--- src/adcc_pkg.sv ---
// shared constants, register map and types of the converter control block
package adcc_pkg;

  // ----------------------------------------------------------------
  // widths
  // ----------------------------------------------------------------
  localparam int RES_W   = 10;
  localparam int CH_W    = 4;
  localparam int DIV_W   = 3;
  localparam int TS_W    = 3;
  localparam int PIN_N   = 12;
  localparam int LO_PINS = 8;
  localparam int HI_PINS = 4;
  localparam int BB_W    = 3;
  localparam int IDX_W   = 4;
  localparam int IDX_LSB = 2;

  // ----------------------------------------------------------------
  // conversion lengths in converter clock cycles
  // ----------------------------------------------------------------
  localparam int FIRST_CYCLES  = 25;
  localparam int NORMAL_CYCLES = 13;
  localparam int PRESC_W       = 7;

  // ----------------------------------------------------------------
  // register indices (byte address is four times the index)
  // ----------------------------------------------------------------
  localparam logic [IDX_W-1:0] IDX_DIDR_LO = 4'h1;
  localparam logic [IDX_W-1:0] IDX_CHSEL   = 4'h4;
  localparam logic [IDX_W-1:0] IDX_CTRL_A  = 4'h5;
  localparam logic [IDX_W-1:0] IDX_CTRL_B  = 4'h6;
  localparam logic [IDX_W-1:0] IDX_PORTCTL = 4'h8;
  localparam logic [IDX_W-1:0] IDX_RES_LO  = 4'hE;
  localparam logic [IDX_W-1:0] IDX_RES_HI  = 4'hF;

  // ----------------------------------------------------------------
  // field positions and reset values
  // ----------------------------------------------------------------
  localparam int REF_BIT   = 6;
  localparam int EN_BIT    = 7;
  localparam int START_BIT = 6;
  localparam int ATE_BIT   = 5;
  localparam int FLAG_BIT  = 4;
  localparam int IE_BIT    = 3;
  localparam int LEFT_BIT  = 3;
  localparam int HI_DIS_LSB = 4;
  localparam logic [7:0] REG_RESET = 8'h00;
  localparam logic [TS_W-1:0] TS_FREE = 3'h0;

  // ----------------------------------------------------------------
  // types
  // ----------------------------------------------------------------
  typedef enum logic {CONV_IDLE, CONV_RUN} adcc_conv_e;

  typedef struct packed {
    logic            power;
    logic            sample;
    logic            ref_internal;
    logic [CH_W-1:0] channel;
  } adcc_core_s;

  // bit 0 is comparator, matching trigger source code 1
  typedef struct packed {
    logic t1_capture;
    logic t1_overflow;
    logic t1_compare_b;
    logic t0_overflow;
    logic t0_compare_a;
    logic ext_int0;
    logic comparator;
  } adcc_trig_s;

endpackage

--- src/adcc_sync.sv ---
// two flip-flop synchroniser for pad inputs
`timescale 1ns/1ps
module adcc_sync #(
  parameter int WIDTH = 12
) (
  // clock and reset
  input  wire logic             hclk,
  input  wire logic             hresetn,
  input  wire logic             clk_en,
  // data
  input  wire logic [WIDTH-1:0] async_in,
  output logic      [WIDTH-1:0] sync_out
);

  logic [WIDTH-1:0] meta;

  generate
    if (WIDTH < 1) begin : g_chk
      $error("adcc_sync: WIDTH must be at least 1");
    end
  endgenerate

  // only the second stage reads the first
  always_ff @(posedge hclk or negedge hresetn) begin
    if (!hresetn) begin
      meta     <= '0;
      sync_out <= '0;
    end else if (clk_en) begin
      meta     <= async_in;
      sync_out <= meta;
    end
  end

endmodule

--- src/adcc_prescaler.sv ---
// converter clock prescaler, one tick per divided period
`timescale 1ns/1ps
module adcc_prescaler import adcc_pkg::*; #(
  parameter int CNT_W = PRESC_W
) (
  // clock and reset
  input  wire logic             hclk,
  input  wire logic             hresetn,
  input  wire logic             clk_en,
  // control
  input  wire logic             run,
  input  wire logic [DIV_W-1:0] div_sel,
  // divided clock as enable pulse
  output logic                  tick
);

  logic [CNT_W-1:0] cnt;
  logic [CNT_W-1:0] limit;

  generate
    if (CNT_W < PRESC_W) begin : g_chk
      $error("adcc_prescaler: CNT_W too small for divide by 128");
    end
  endgenerate

  // codes 0 and 1 both divide by two
  assign limit = (div_sel < 3'h2) ? CNT_W'(1) : CNT_W'((1 << div_sel) - 1);
  // a divider change can leave the count above the new limit; wrap at once, not after overflow
  assign tick  = run && (cnt >= limit);

  // held at zero while off so the first period is whole
  always_ff @(posedge hclk or negedge hresetn) begin
    if (!hresetn) begin
      cnt <= '0;
    end else if (clk_en) begin
      if (!run || tick) begin
        cnt <= '0;
      end else begin
        cnt <= cnt + CNT_W'(1);
      end
    end
  end

endmodule

--- src/adcc_top.sv ---
// converter control, triggering and result registers behind an ahb-lite slave
//
// Behaviour
// - channel field routes input, codes 0-15
// - channel change waits for running conversion
// - right alignment: high byte holds bits 9:8
// - left alignment: high byte holds bits 9:2
// - low byte read locks result until high
// - alignment change shows in result at once
// - enable powers on; clearing aborts conversion
// - start write begins conversion; free-run once
// - first conversion 25 cycles, later 13
// - start reads one while busy; zero ignored
// - auto trigger starts on rising source edge
// - done flag sets; clears by vector or one
// - interrupt needs flag, local and global enable
// - converter clock is system clock divided 2-128
// - trigger source field picks eight sources
// - switching to a set source makes edge
// - switching to free-run makes no trigger
// - low disable bits blank pins 0-7
// - port control 7:4 blank pins 8-11
// - reference select applies after running conversion
// - reference change makes next conversion 25 cycles
`timescale 1ns/1ps
module adcc_top import adcc_pkg::*; #(
  parameter int FIRST_LEN  = FIRST_CYCLES,
  parameter int NORMAL_LEN = NORMAL_CYCLES,
  parameter int CONV_CNT_W = 5
) (
  // clock, reset, enable
  input  wire logic              hclk,
  input  wire logic              hresetn,
  input  wire logic              clk_en,
  // ahb-lite slave
  input  wire logic              hsel,
  input  wire logic [31:0]       haddr,
  input  wire logic [1:0]        htrans,
  input  wire logic              hwrite,
  input  wire logic [2:0]        hsize,
  input  wire logic [31:0]       hwdata,
  input  wire logic              hready,
  output logic                   hreadyout,
  output logic      [31:0]       hrdata,
  output logic                   hresp,
  // cpu interrupt side
  input  wire logic              global_irq_enable,
  input  wire logic              irq_ack,
  output logic                   conv_irq,
  // on-chip trigger sources
  input  wire adcc_trig_s        trig_flags,
  // analogue core
  output adcc_core_s             core_ctrl,
  input  wire logic [RES_W-1:0]  core_result,
  // pads
  input  wire logic [PIN_N-1:0]  pad_in,
  output logic      [PIN_N-1:0]  pad_in_disable,
  output logic      [PIN_N-1:0]  pin_read
);

  // ----------------------------------------------------------------
  // elaboration checks
  // ----------------------------------------------------------------
  generate
    if (NORMAL_LEN < 1 || FIRST_LEN < NORMAL_LEN || FIRST_LEN > (1 << CONV_CNT_W)) begin : g_chk
      $error("adcc_top: conversion lengths do not fit the counter");
    end
  endgenerate

  function automatic logic hit(input logic [IDX_W-1:0] idx, input logic [IDX_W-1:0] want);
    hit = (idx == want);
  endfunction

  // ----------------------------------------------------------------
  // bus slave state
  // ----------------------------------------------------------------
  logic             wr_pend;
  logic             rd_wait;
  logic [IDX_W-1:0] wr_idx;
  logic [IDX_W-1:0] rd_idx;
  logic             addr_ok;
  logic [7:0]       wdat;

  // ----------------------------------------------------------------
  // register state
  // ----------------------------------------------------------------
  logic               ref_sel;
  logic [CH_W-1:0]    channel_select_field;
  logic               converter_enable;
  logic               auto_trigger_enable;
  logic               conversion_done_flag;
  logic               conversion_irq_enable;
  logic [DIV_W-1:0]   clock_divider_select;
  logic               left_align_select;
  logic [TS_W-1:0]    trigger_source_select;
  logic [LO_PINS-1:0] pin_input_disable_lo;
  logic [HI_PINS-1:0] pin_input_disable_hi;
  logic [BB_W-1:0]    port_misc;
  logic [RES_W-1:0]   result;
  logic               result_lock;

  // ----------------------------------------------------------------
  // conversion state
  // ----------------------------------------------------------------
  adcc_conv_e          conv_state;
  logic [CONV_CNT_W-1:0] conv_cnt;
  logic                long_conv;
  logic                first_pend;
  logic                trig_prev;
  logic [CH_W-1:0]     act_channel;
  logic                act_ref;
  logic                sample_q;
  logic                power_q;
  logic                tick;
  logic [PIN_N-1:0]    pad_sync;

  // ----------------------------------------------------------------
  // address phase and write decode
  // ----------------------------------------------------------------
  // only whole-word accesses reach the registers; others still answer okay
  assign addr_ok = hsel && hready && htrans[1] && (hsize == 3'h2);
  assign wdat    = hwdata[7:0];

  wire w_chsel   = wr_pend && hit(wr_idx, IDX_CHSEL);
  wire w_ctrla   = wr_pend && hit(wr_idx, IDX_CTRL_A);
  wire w_ctrlb   = wr_pend && hit(wr_idx, IDX_CTRL_B);
  wire w_didr    = wr_pend && hit(wr_idx, IDX_DIDR_LO);
  wire w_portctl = wr_pend && hit(wr_idx, IDX_PORTCTL);
  wire r_lo      = rd_wait && hit(rd_idx, IDX_RES_LO);
  wire r_hi      = rd_wait && hit(rd_idx, IDX_RES_HI);

  // reads take one wait state so hrdata comes from a flip-flop
  assign hreadyout = !rd_wait;
  assign hresp     = 1'b0;

  always_ff @(posedge hclk or negedge hresetn) begin
    if (!hresetn) begin
      wr_pend <= 1'b0;
      rd_wait <= 1'b0;
      wr_idx  <= '0;
      rd_idx  <= '0;
    end else if (clk_en) begin
      wr_pend <= addr_ok && hwrite;
      rd_wait <= addr_ok && !hwrite;
      if (addr_ok) begin
        wr_idx <= haddr[IDX_LSB +: IDX_W];
        rd_idx <= haddr[IDX_LSB +: IDX_W];
      end
    end
  end

  // ----------------------------------------------------------------
  // start, trigger and abort
  // ----------------------------------------------------------------
  wire busy        = (conv_state == CONV_RUN);
  wire next_enable = w_ctrla ? wdat[EN_BIT] : converter_enable;
  wire kill        = w_ctrla && !wdat[EN_BIT];
  // writing zero to start does nothing; start while busy is absorbed
  wire start_req   = w_ctrla && wdat[START_BIT] && wdat[EN_BIT];

  wire [7:0] trig_vec = {trig_flags, conversion_done_flag};
  wire       trig_sel = trig_vec[trigger_source_select];
  wire       free_run = auto_trigger_enable && (trigger_source_select == TS_FREE);
  // source 0 is free-run, never an edge source even with the flag set
  wire trig_edge = auto_trigger_enable && !free_run && trig_sel && !trig_prev;

  wire [CONV_CNT_W-1:0] last_cnt = long_conv ? CONV_CNT_W'(FIRST_LEN - 1) : CONV_CNT_W'(NORMAL_LEN - 1);
  wire conv_done  = busy && tick && (conv_cnt == last_cnt) && !kill;
  wire conv_start = !kill && ((!busy && (start_req || (converter_enable && trig_edge)))
                              || (conv_done && free_run));
  wire ref_change = w_chsel && (wdat[REF_BIT] != ref_sel);

  // previous trigger level follows the selected source, so a switch can edge
  always_ff @(posedge hclk or negedge hresetn) begin
    if (!hresetn) begin
      trig_prev <= 1'b0;
    end else if (clk_en) begin
      trig_prev <= trig_sel;
    end
  end

  // ----------------------------------------------------------------
  // converter clock
  // ----------------------------------------------------------------
  adcc_prescaler #(
    .CNT_W   (PRESC_W)
  ) u_presc (
    .hclk    (hclk),
    .hresetn (hresetn),
    .clk_en  (clk_en),
    .run     (converter_enable),
    .div_sel (clock_divider_select),
    .tick    (tick)
  );

  // ----------------------------------------------------------------
  // conversion sequencer
  // ----------------------------------------------------------------
  always_ff @(posedge hclk or negedge hresetn) begin
    if (!hresetn) begin
      conv_state <= CONV_IDLE;
      conv_cnt   <= '0;
      long_conv  <= 1'b0;
    end else if (clk_en) begin
      case (conv_state)
        CONV_IDLE: begin
          if (conv_start) begin
            conv_state <= CONV_RUN;
            conv_cnt   <= '0;
            long_conv  <= first_pend;
          end
        end
        CONV_RUN: begin
          if (kill) begin
            conv_state <= CONV_IDLE;
          end else if (conv_start) begin
            conv_cnt  <= '0;
            long_conv <= first_pend;
          end else if (conv_done) begin
            conv_state <= CONV_IDLE;
          end else if (tick) begin
            conv_cnt <= conv_cnt + CONV_CNT_W'(1);
          end
        end
        default: begin
          conv_state <= CONV_IDLE;
        end
      endcase
    end
  end

  // first conversion after enable, or after a reference change, is long
  always_ff @(posedge hclk or negedge hresetn) begin
    if (!hresetn) begin
      first_pend <= 1'b1;
    end else if (clk_en) begin
      first_pend <= !next_enable || ref_change || (first_pend && !conv_start);
    end
  end

  // selections are frozen for the running conversion
  always_ff @(posedge hclk or negedge hresetn) begin
    if (!hresetn) begin
      act_channel <= '0;
      act_ref     <= 1'b0;
    end else if (clk_en && (!busy || conv_done)) begin
      act_channel <= channel_select_field;
      act_ref     <= ref_sel;
    end
  end

  always_ff @(posedge hclk or negedge hresetn) begin
    if (!hresetn) begin
      sample_q <= 1'b0;
      power_q  <= 1'b0;
    end else if (clk_en) begin
      sample_q <= conv_start;
      power_q  <= next_enable;
    end
  end

  assign core_ctrl.power        = power_q;
  assign core_ctrl.sample       = sample_q;
  assign core_ctrl.ref_internal = act_ref;
  assign core_ctrl.channel      = act_channel;

  // ----------------------------------------------------------------
  // control registers
  // ----------------------------------------------------------------
  always_ff @(posedge hclk or negedge hresetn) begin
    if (!hresetn) begin
      ref_sel              <= 1'b0;
      channel_select_field <= '0;
    end else if (clk_en && w_chsel) begin
      ref_sel              <= wdat[REF_BIT];
      channel_select_field <= wdat[CH_W-1:0];
    end
  end

  always_ff @(posedge hclk or negedge hresetn) begin
    if (!hresetn) begin
      converter_enable      <= 1'b0;
      auto_trigger_enable   <= 1'b0;
      conversion_irq_enable <= 1'b0;
      clock_divider_select  <= '0;
    end else if (clk_en && w_ctrla) begin
      converter_enable      <= wdat[EN_BIT];
      auto_trigger_enable   <= wdat[ATE_BIT];
      conversion_irq_enable <= wdat[IE_BIT];
      clock_divider_select  <= wdat[DIV_W-1:0];
    end
  end

  // reserved and touch bits are not stored; they read as zero
  always_ff @(posedge hclk or negedge hresetn) begin
    if (!hresetn) begin
      left_align_select     <= 1'b0;
      trigger_source_select <= TS_FREE;
    end else if (clk_en && w_ctrlb) begin
      left_align_select     <= wdat[LEFT_BIT];
      trigger_source_select <= wdat[TS_W-1:0];
    end
  end

  always_ff @(posedge hclk or negedge hresetn) begin
    if (!hresetn) begin
      pin_input_disable_lo <= REG_RESET;
      pin_input_disable_hi <= '0;
      port_misc            <= '0;
    end else if (clk_en) begin
      if (w_didr) begin
        pin_input_disable_lo <= wdat;
      end
      if (w_portctl) begin
        pin_input_disable_hi <= wdat[HI_DIS_LSB +: HI_PINS];
        port_misc            <= wdat[BB_W-1:0];
      end
    end
  end

  // ----------------------------------------------------------------
  // done flag and interrupt
  // ----------------------------------------------------------------
  wire flag_clr = irq_ack || (w_ctrla && wdat[FLAG_BIT]);

  // a completion in the clearing cycle wins, so no result goes unflagged
  always_ff @(posedge hclk or negedge hresetn) begin
    if (!hresetn) begin
      conversion_done_flag <= 1'b0;
    end else if (clk_en) begin
      conversion_done_flag <= conv_done || (conversion_done_flag && !flag_clr);
    end
  end

  assign conv_irq = conversion_done_flag && conversion_irq_enable && global_irq_enable;

  // ----------------------------------------------------------------
  // result register and read lock
  // ----------------------------------------------------------------
  // a result finishing while locked is dropped, the locked pair is kept
  always_ff @(posedge hclk or negedge hresetn) begin
    if (!hresetn) begin
      result <= '0;
    end else if (clk_en && conv_done && !result_lock) begin
      result <= core_result;
    end
  end

  always_ff @(posedge hclk or negedge hresetn) begin
    if (!hresetn) begin
      result_lock <= 1'b0;
    end else if (clk_en) begin
      if (r_lo) begin
        result_lock <= 1'b1;
      end else if (r_hi) begin
        result_lock <= 1'b0;
      end
    end
  end

  // view is combinational on the alignment bit, so it changes at once
  wire [7:0] result_low_byte  = left_align_select ? {result[1:0], 6'h00}
                                                  : result[7:0];
  wire [7:0] result_high_byte = left_align_select ? result[9:2]
                                                  : {6'h00, result[9:8]};

  // ----------------------------------------------------------------
  // read data
  // ----------------------------------------------------------------
  wire [7:0] v_chsel = {1'b0, ref_sel, 2'h0, channel_select_field};
  wire [7:0] v_ctrla = {converter_enable, busy, auto_trigger_enable,
                        conversion_done_flag, conversion_irq_enable, clock_divider_select};
  wire [7:0] v_ctrlb = {4'h0, left_align_select, trigger_source_select};
  wire [7:0] v_port  = {pin_input_disable_hi, 1'b0, port_misc};

  wire [7:0] rd_view =
      hit(rd_idx, IDX_CHSEL)   ? v_chsel :
      hit(rd_idx, IDX_CTRL_A)  ? v_ctrla :
      hit(rd_idx, IDX_CTRL_B)  ? v_ctrlb :
      hit(rd_idx, IDX_DIDR_LO) ? pin_input_disable_lo :
      hit(rd_idx, IDX_PORTCTL) ? v_port :
      hit(rd_idx, IDX_RES_LO)  ? result_low_byte :
      hit(rd_idx, IDX_RES_HI)  ? result_high_byte : 8'h00;

  always_ff @(posedge hclk or negedge hresetn) begin
    if (!hresetn) begin
      hrdata <= 32'h00000000;
    end else if (clk_en && rd_wait) begin
      hrdata <= {24'h000000, rd_view};
    end
  end

  // ----------------------------------------------------------------
  // digital pin inputs
  // ----------------------------------------------------------------
  adcc_sync #(
    .WIDTH    (PIN_N)
  ) u_pad_sync (
    .hclk     (hclk),
    .hresetn  (hresetn),
    .clk_en   (clk_en),
    .async_in (pad_in),
    .sync_out (pad_sync)
  );

  assign pad_in_disable = {pin_input_disable_hi, pin_input_disable_lo};

  always_ff @(posedge hclk or negedge hresetn) begin
    if (!hresetn) begin
      pin_read <= '0;
    end else if (clk_en) begin
      pin_read <= pad_sync & ~pad_in_disable;
    end
  end

endmodule

--- config.mk ---
export PLATFORM = sky130hd
export DESIGN_NAME = adcc_top
export DESIGN_NICKNAME = d
export VERILOG_FILES = /design/src/adcc_pkg.sv /design/src/adcc_sync.sv /design/src/adcc_prescaler.sv /design/src/adcc_top.sv
export SDC_FILE = /design/constraint.sdc
export NUM_CORES = 1
export LEC_CHECK = 0
export BUFFER_PORTS_ARGS = -buffer_cell sky130_fd_sc_hd__clkbuf_2
export CORE_ASPECT_RATIO = 1.2
export CORE_MARGIN = 4
export CORE_UTILIZATION = 52
export CTS_CLUSTER_DIAMETER = 60
export DETAILED_ROUTE_END_ITERATION = 10
export PLACE_DENSITY = 0.83
export SYNTH_ARGS = -nofsm -noshare
export SYNTH_HDL_FRONTEND = slang
export SYNTH_SLANG_ARGS = --single-unit
--- constraint.sdc ---
create_clock -name hclk -period 3.19 [get_ports hclk]
set_input_delay 0 -clock hclk [delete_from_list [all_inputs] [get_ports hclk]]
set_output_delay 0 -clock hclk [all_outputs]
set_load 0.1 [all_outputs]
=== After elaboration in Yosys (flattened, before gate mapping) ===
Index checks and enable logic that the tools add are counted.

* Register bits after elaboration: 115
* Bits of input ports: 106
* Output and inout port bits: 66
* Word-level logic and storage cells: 154

* $add $sub $neg: 3
* Magnitude comparators: 3
* Equal/unequal tests: 14
* Shift-type cells: 1
* Multiplexer cells: 31
* Bitwise operators: 3
* Reductions and logical operators: 68

{| class="wikitable"
|+ Operators with widths
! operator !! number
|-
| 8-bit two-way mux || 9
|-
| 1-bit logical AND || 40
|-
| 5-bit two-way mux || 6
|-
| 7-bit two-way mux || 2
|-
| 12-bit AND || 1
|-
| 4-bit by 3-bit == test with 1-bit output, second input constant || 3
|-
| 4-bit == test, second input constant || 3
|-
| 1-bit zero test || 12
|-
| 12-bit NOT || 1
|-
| 1-bit two-way mux || 10
|-
| 5-bit case mux with 2 select lines || 1
|-
| 2-bit AND reduction || 5
|-
| 1-bit logical OR || 8
|-
| 7-bit by 1-bit adder with 7-bit output, second input constant || 1
|-
| 7-bit >= comparator || 1
|-
| 1-bit by 3-bit left shift with 7-bit output, first input constant || 1
|-
| 7-bit by 2-bit subtractor with 7-bit output, second input constant || 1
|-
| 5-bit by 1-bit adder with 5-bit output, second input constant || 1
|-
| 5-bit == test || 1
|-
| 5-bit AND reduction || 1
|-
| 4-bit by 1-bit == test with 1-bit output, second input constant || 1
|-
| 3-bit by 4-bit < comparator with 1-bit output, second input constant || 1
|-
| 2-bit != test, second input constant || 2
|-
| 1-bit case mux with 2 select lines || 2
|-
| other kinds (9) || 9
|}

=== Logic depth before layout (Yosys ltp) ===
* Word-level depth: 14
* Mapped depth: 12

=== Modules after synthesis ===
From an unflattened synthesis, not the netlist that was laid out.

* Cell total of the unflattened synthesis: 519
* Area total of the unflattened synthesis: 6029.5 um2

{| class="wikitable"
|+ By module, submodules not included
! module !! times used !! cells each !! area an instance (um2) !! seq. area each (um2)
|-
| adcc_top || 1 || 402 || 4441.8 || 2103.3
|-
| adcc_sync || 1 || 51 || 997.2 || 600.6
|-
| adcc_prescaler || 1 || 66 || 590.6 || 175.2
|}

=== Worst setup path after synthesis ===
No wires, ideal clock.

* Path type: register -> register
* Start point: register clock_divider_select[2]
* End point: register conv_cnt[2]
* Library setup time: 0.122 ns
* Arrival: 2.278 ns
* Path slack: 0.790 ns
* Cell stages (with the launch flop): 13
* Cells stage by stage: dfrtp_1 -> nor2_1 -> inv_1 -> ha_1 -> inv_1 -> ha_1 -> a21o_1 -> a31oi_1 -> o21ai_1 -> a41o_2 -> and2_1 -> buf_6 -> a32o_1

* Cells in the longest elaborated chain, start to end: 14
* Elaborated cells on any way between the ends: 19

{| class="wikitable"
|+ RTL lines
! item !! line !! RTL
|-
| start, declared || adcc_top.sv:93 || <nowiki>logic [DIV_W-1:0] clock_divider_select;</nowiki>
|-
| start signal, assigned || adcc_top.sv:290 || <nowiki>clock_divider_select <= wdat[DIV_W-1:0];</nowiki>
|-
| 1-bit by 3-bit left shift with 7-bit output || adcc_prescaler.sv:27 || <nowiki>assign limit = (div_sel < 3'h2) ? CNT_W'(1) : CNT_W'((1 << div_sel) - 1);</nowiki>
|-
| 7-bit by 2-bit subtractor with 7-bit output || adcc_prescaler.sv:27 ||
|-
| 7-bit two-way mux (*) || adcc_prescaler.sv:27 ||
|-
| 7-bit >= comparator (*) || adcc_prescaler.sv:29 || <nowiki>assign tick = run && (cnt >= limit);</nowiki>
|-
| 1-bit logical AND (*) || adcc_prescaler.sv:29 ||
|-
| 1-bit logical AND (3 in a row) || adcc_top.sv:168 || <nowiki>wire conv_done = busy && tick && (conv_cnt == last_cnt) && !kill;</nowiki>
|-
| 1-bit logical AND || adcc_top.sv:170 || <nowiki>|| (conv_done && free_run));</nowiki>
|-
| 1-bit logical OR || adcc_top.sv:170 ||
|-
| 1-bit logical AND || adcc_top.sv:169 || <nowiki>wire conv_start = !kill && ((!busy && (start_req || (converter_enable && trig_edge)))</nowiki>
|-
| 5-bit two-way mux || adcc_top.sv:216 || <nowiki>end else if (conv_start) begin</nowiki>
|-
| 5-bit two-way mux || adcc_top.sv:214 || <nowiki>if (kill) begin</nowiki>
|-
| 5-bit case mux with 2 select lines || adcc_top.sv:205 || <nowiki>case (conv_state)</nowiki>
|-
| end signal, assigned || adcc_top.sv:222 || <nowiki>conv_cnt <= conv_cnt + CONV_CNT_W'(1);</nowiki>
|-
| end, declared || adcc_top.sv:106 || <nowiki>logic [CONV_CNT_W-1:0] conv_cnt;</nowiki>
|}

Mark *: on every way between the ends. The rest lies on a longest branch, timed or not. The select of a mux whose other input is x is not followed.
A chain may end at the register's enable or synchronous reset.

=== Final worst setup path ===
* Start point: register clock_divider_select[1]
* End point: register conv_cnt[2]

Same word-level chain as after synthesis.

==> metrics.csv <==
stage,metric,value,unit
synth,Post-synth EDFFs,0,
worst_setup_path,critical path's slowest cell,dfrtp_1,
route,DR DRC count,0,
finish,layout cell share with drive strength beyond 1,0.328,
die,Initial Util,0.541,
timing,Final Cycle Share,0.848,
route,DR vias/cell,5.72,
placement,routability cong.,0.896,
power,switching power,1.37,mW
synth,Post-Syn Area per Cell,11.3,um2
clocking,CTS Buffer Depth,2,
clocking,Worst-path clk slew,0.05,ns
clocking,TritonCTS clock tree,yes,
finish,P&R area growth vs syn,24.5,%
placement,dpl ws,0.571,ns
clocking,TritonCTS buffer count,17,
worst_setup_path,CP max stage delay,0.46,ns
timing,Worst Skew,0.00530,ns
synth,Synth Register Bits,115,
route,total iterations of the first detailed-routing run,5,
die,num rows,41,
clocking,CTS H-tree depth,4,
worst_setup_path,WP data arrival,2.99,ns
worst_setup_path,"Max FO, Critical Path",7,
synth,post-synthesis cell count,512,
placement,hpwl dp,9.77,mm
route,Total Wirelength,14.2,mm
synth,Synth Flop Type,dfrtp_1,
clocking,Post-CTS Setup Inserts,0,
synth,Synth cell types,71,
clocking,clock sink total,115,
route,DRT iter0 DRCs,318,
clocking,root buf cell,clkbuf_16,
global_route,first-pass GRT wire length,23.1,mm
hold_path,Hold Path Depth,3,
placement,I/O Buffers,93,
synth,asr flop ratio synth,1.00,
hold_path,Worst Min Path Start,clk_en,
finish,Fill cells,758,
timing,"Hold Vio Cnt, Final",0,
timing,slew margin rel.,0.294,
worst_setup_path,Worst setup EP type,flip-flop,
die,Die Y,123,um
worst_setup_path,"Critical Path, Cell by Cell",nor2_1 -> inv_1 -> ha_1 -> inv_1 -> ha_1 -> a21o_1 -> a31oi_1 -> o21ai_1 -> buf_4 -> a41o_2 -> and2_1 -> a32o_1,
worst_setup_path,Setup CP Type,flip-flop to flip-flop,
route,"antenna viol nets, final",0,
finish,Nets,761,
power,Worst VDD drop,0.686,mV
power,total power,4.47,mW
synth,synthesized area,5770,um2
route,Wirelength per Cell,18.1,um
global_route,global route overflow,0,
hold_path,hold path endpoint,u_presc.cnt[1]$_DFFE_PN0P_,
die,Ports,172,
die,die area,12900,um2
global_route,vias in the first global route,4629,
power,switching power share of the total,0.306,
timing,unrepaired setup endpoints after global routing,false,
timing,Worst-Margin Slew,1.06,ns
global_route,initial antenna violation count,0,
die,die width,104,um
worst_setup_path,cell count of the worst reg-to-reg path,12,
timing,final worst slack,0.486,ns
clocking,Worst-Skew Late Latency,0.40,ns
hold_path,worst min path class,primary input to flip-flop,
power,internal power,3.10,mW
timing,Setup TNS,0,ns
power,Seq pwr share,0.379,
timing,Peak Freq,370,MHz
global_route,Tot GR Track Use,0.230,
die,Core ar.,10700,um2
route,vias,4487,
power,Cell Pwr Density,622,nW/um2
timing,Final setup viols,0,
worst_setup_path,reg-to-reg endpoint,conv_cnt[2]$_DFFE_PN0P_,
timing,Slew Limit Fails,0,
power,P_leak,3.45,nW
job,MaxCap Viol Count,0,
finish,diode count,0,
global_route,largest net degree at the start of global routing,87,
power,clock share of power,0.410,
worst_setup_path,R2R setup slack,0.49,ns
power,Combinational Power Share,0.212,
timing,fin crit period,2.70,ns
worst_setup_path,Worst Path Required,3.48,ns
synth,sequential fraction of the synthesis area,0.499,
worst_setup_path,Worst R2R Start,clock_divider_select[1]$_DFFE_PN0P_,
outcome,outcome,completed,
worst_setup_path,critical path startpoint category,flip-flop,
synth,YS warnings,0,
==> synth_stat cells (all sizes together) (2+ instances only) <==
master / n / area (um2)
or3: 4 / 25.0
xnor2: 3 / 26.3
a311o: 2 / 20.0
or2: 2 / 12.5
and2: 3 / 20.0
xor2: 2 / 17.5
and3: 3 / 20.0
a21oi: 18 / 90.1
a21o: 4 / 30.0
mux2: 75 / 845
mux4: 2 / 52.6
nand2: 27 / 104
and2b: 2 / 16.3
nand4: 8 / 50.1
o21ai: 37 / 185
conb: 2 / 7.51
nor4b: 4 / 35.0
o211ai: 3 / 22.5
ha: 11 / 138
a22o: 4 / 35.0
o22ai: 5 / 31.3
dfrtp: 114 / 2850
inv: 24 / 90.1
mux2i: 8 / 80.1
nand3b: 13 / 97.6
a22oi: 2 / 15.0
nor2: 23 / 86.3
clkbuf: 14 / 62.6
a31oi: 2 / 12.5
nor2b: 5 / 31.3
nand2b: 6 / 37.5
nand3: 10 / 50.1
o31ai: 2 / 15.0
a221oi: 2 / 17.5
nor3: 6 / 41.3
buf: 35 / 245
==> worst max-delay path: cells and delay by family (launching register included) <==
kind | cells | cell delay, ns
simple gates | 2 | 0.41
compound gates | 5 | 0.99
fa+ha+maj | 2 | 0.42
flops | 1 | 0.46
buf+inv | 3 | 0.31
==> kinds of logic after synthesis <==
| logic type | share of synthesized area |
|---|---|
| adder cells (fa/ha/maj) | 0.0239 |
| buffers and inverters | 0.0696 |
| AND/OR/NAND/NOR | 0.128 |
| XOR/XNOR | 0.00759 |
| multiplexers | 0.169 |
| other | 0.00130 |
| flip-flops | 0.499 |
| AO/OA/AOI/OAI | 0.101 |
==> flip-flops by register name (all words and copies together) (netlist names), 3 cells and up <==
register and flops:
pin_read 12, u_pad_sync.meta 12, u_pad_sync.sync_out 12, result 10
hrdata 8, pin_input_disable_lo 8, u_presc.cnt 7, conv_cnt 5
act_channel 4, channel_select_field 4, pin_input_disable_hi 4, rd_idx 4
clock_divider_select 3, port_misc 3, trigger_source_select 3
==> stage by stage <==
step	hold WS (ns)	cells	util	area, um2
after floorplan	-0.296	536	-	5860
after global placement	0.232	717	0.585	6240
after detailed placement	0.238	717	0.585	6240
after CTS	0.0745	784	0.673	7180
after global routing	0.106	784	0.673	7180
final	0.0765	784	0.673	7180
==> layer usage <==
metal	share of wire	track usage
met2	0.51	0.401
met3	0.071	0.0601
met4	0.028	0.0948
met5	0	0
met1	0.39	0.272
==> timing repair <==
action                                 4_1_cts  5_1_grt
hold buffers                                37        0
gates resized for setup                      0        0
endpoints found under the hold margin      143        0
==> cell type report <==
| class | instances | area, um2 | share of cell area |
|---|---|---|---|
| Multi-Input combinational cell | 347 | 2580 | 0.359 |
| Tap cell | 129 | 161 | 0.0225 |
| Clock buffer | 25 | 495 | 0.0690 |
| Sequential cell | 115 | 2880 | 0.401 |
| Clock inverter | 5 | 75.1 | 0.0105 |
| Timing Repair Buffer | 138 | 898 | 0.125 |
| Inverter | 25 | 93.8 | 0.0131 |
==> power by group through the flow <==
| stage | Combinational (mW) | Sequential [mW] | Clock [mW] |
|---|---|---|---|
| final | 0.946 | 1.69 | 1.83 |
| after global placement | 0.866 | 1.70 | 0 |
| after detailed placement | 0.894 | 1.71 | 0 |
| after floorplan | 0.533 | 1.88 | 0 |
| after CTS | 0.939 | 1.69 | 1.85 |
| after global routing | 1.02 | 1.71 | 1.92 |
==> worst max-delay path by stage <==
stage	startpoint	to	cells past startpoint
6_report	clock_divider_select[1]$_DFFE_PN0P_	conv_cnt[2]$_DFFE_PN0P_	12
5_1_grt	clock_divider_select[1]$_DFFE_PN0P_	conv_cnt[1]$_DFFE_PN0P_	12
4_1_cts	clock_divider_select[1]$_DFFE_PN0P_	conv_cnt[2]$_DFFE_PN0P_	12
3_5_place_dp	clock_divider_select[1]$_DFFE_PN0P_	conv_cnt[2]$_DFFE_PN0P_	12
3_3_place_gp	clock_divider_select[1]$_DFFE_PN0P_	conv_cnt[2]$_DFFE_PN0P_	12
2_1_floorplan	clock_divider_select[2]$_DFFE_PN0P_	conv_cnt[2]$_DFFE_PN0P_	12
==> cells in the final DEF (no fill, tap or decap), drive strengths merged, types with 5 or more instances in the layout <==
cell / count
mux2i: 8
nand2b: 6
nor3: 6
dlygate4sd3: 37
mux2: 75
nand4: 8
clkbuf: 117
dfrtp: 114
buf: 9
conb: 26
o22ai: 5
a21oi: 18
nand3: 10
nor2: 23
nand2: 27
inv: 24
o21ai: 37
nand3b: 13
nor2b: 5
ha: 11
Note: power is estimated with default switching activity, not from simulation.
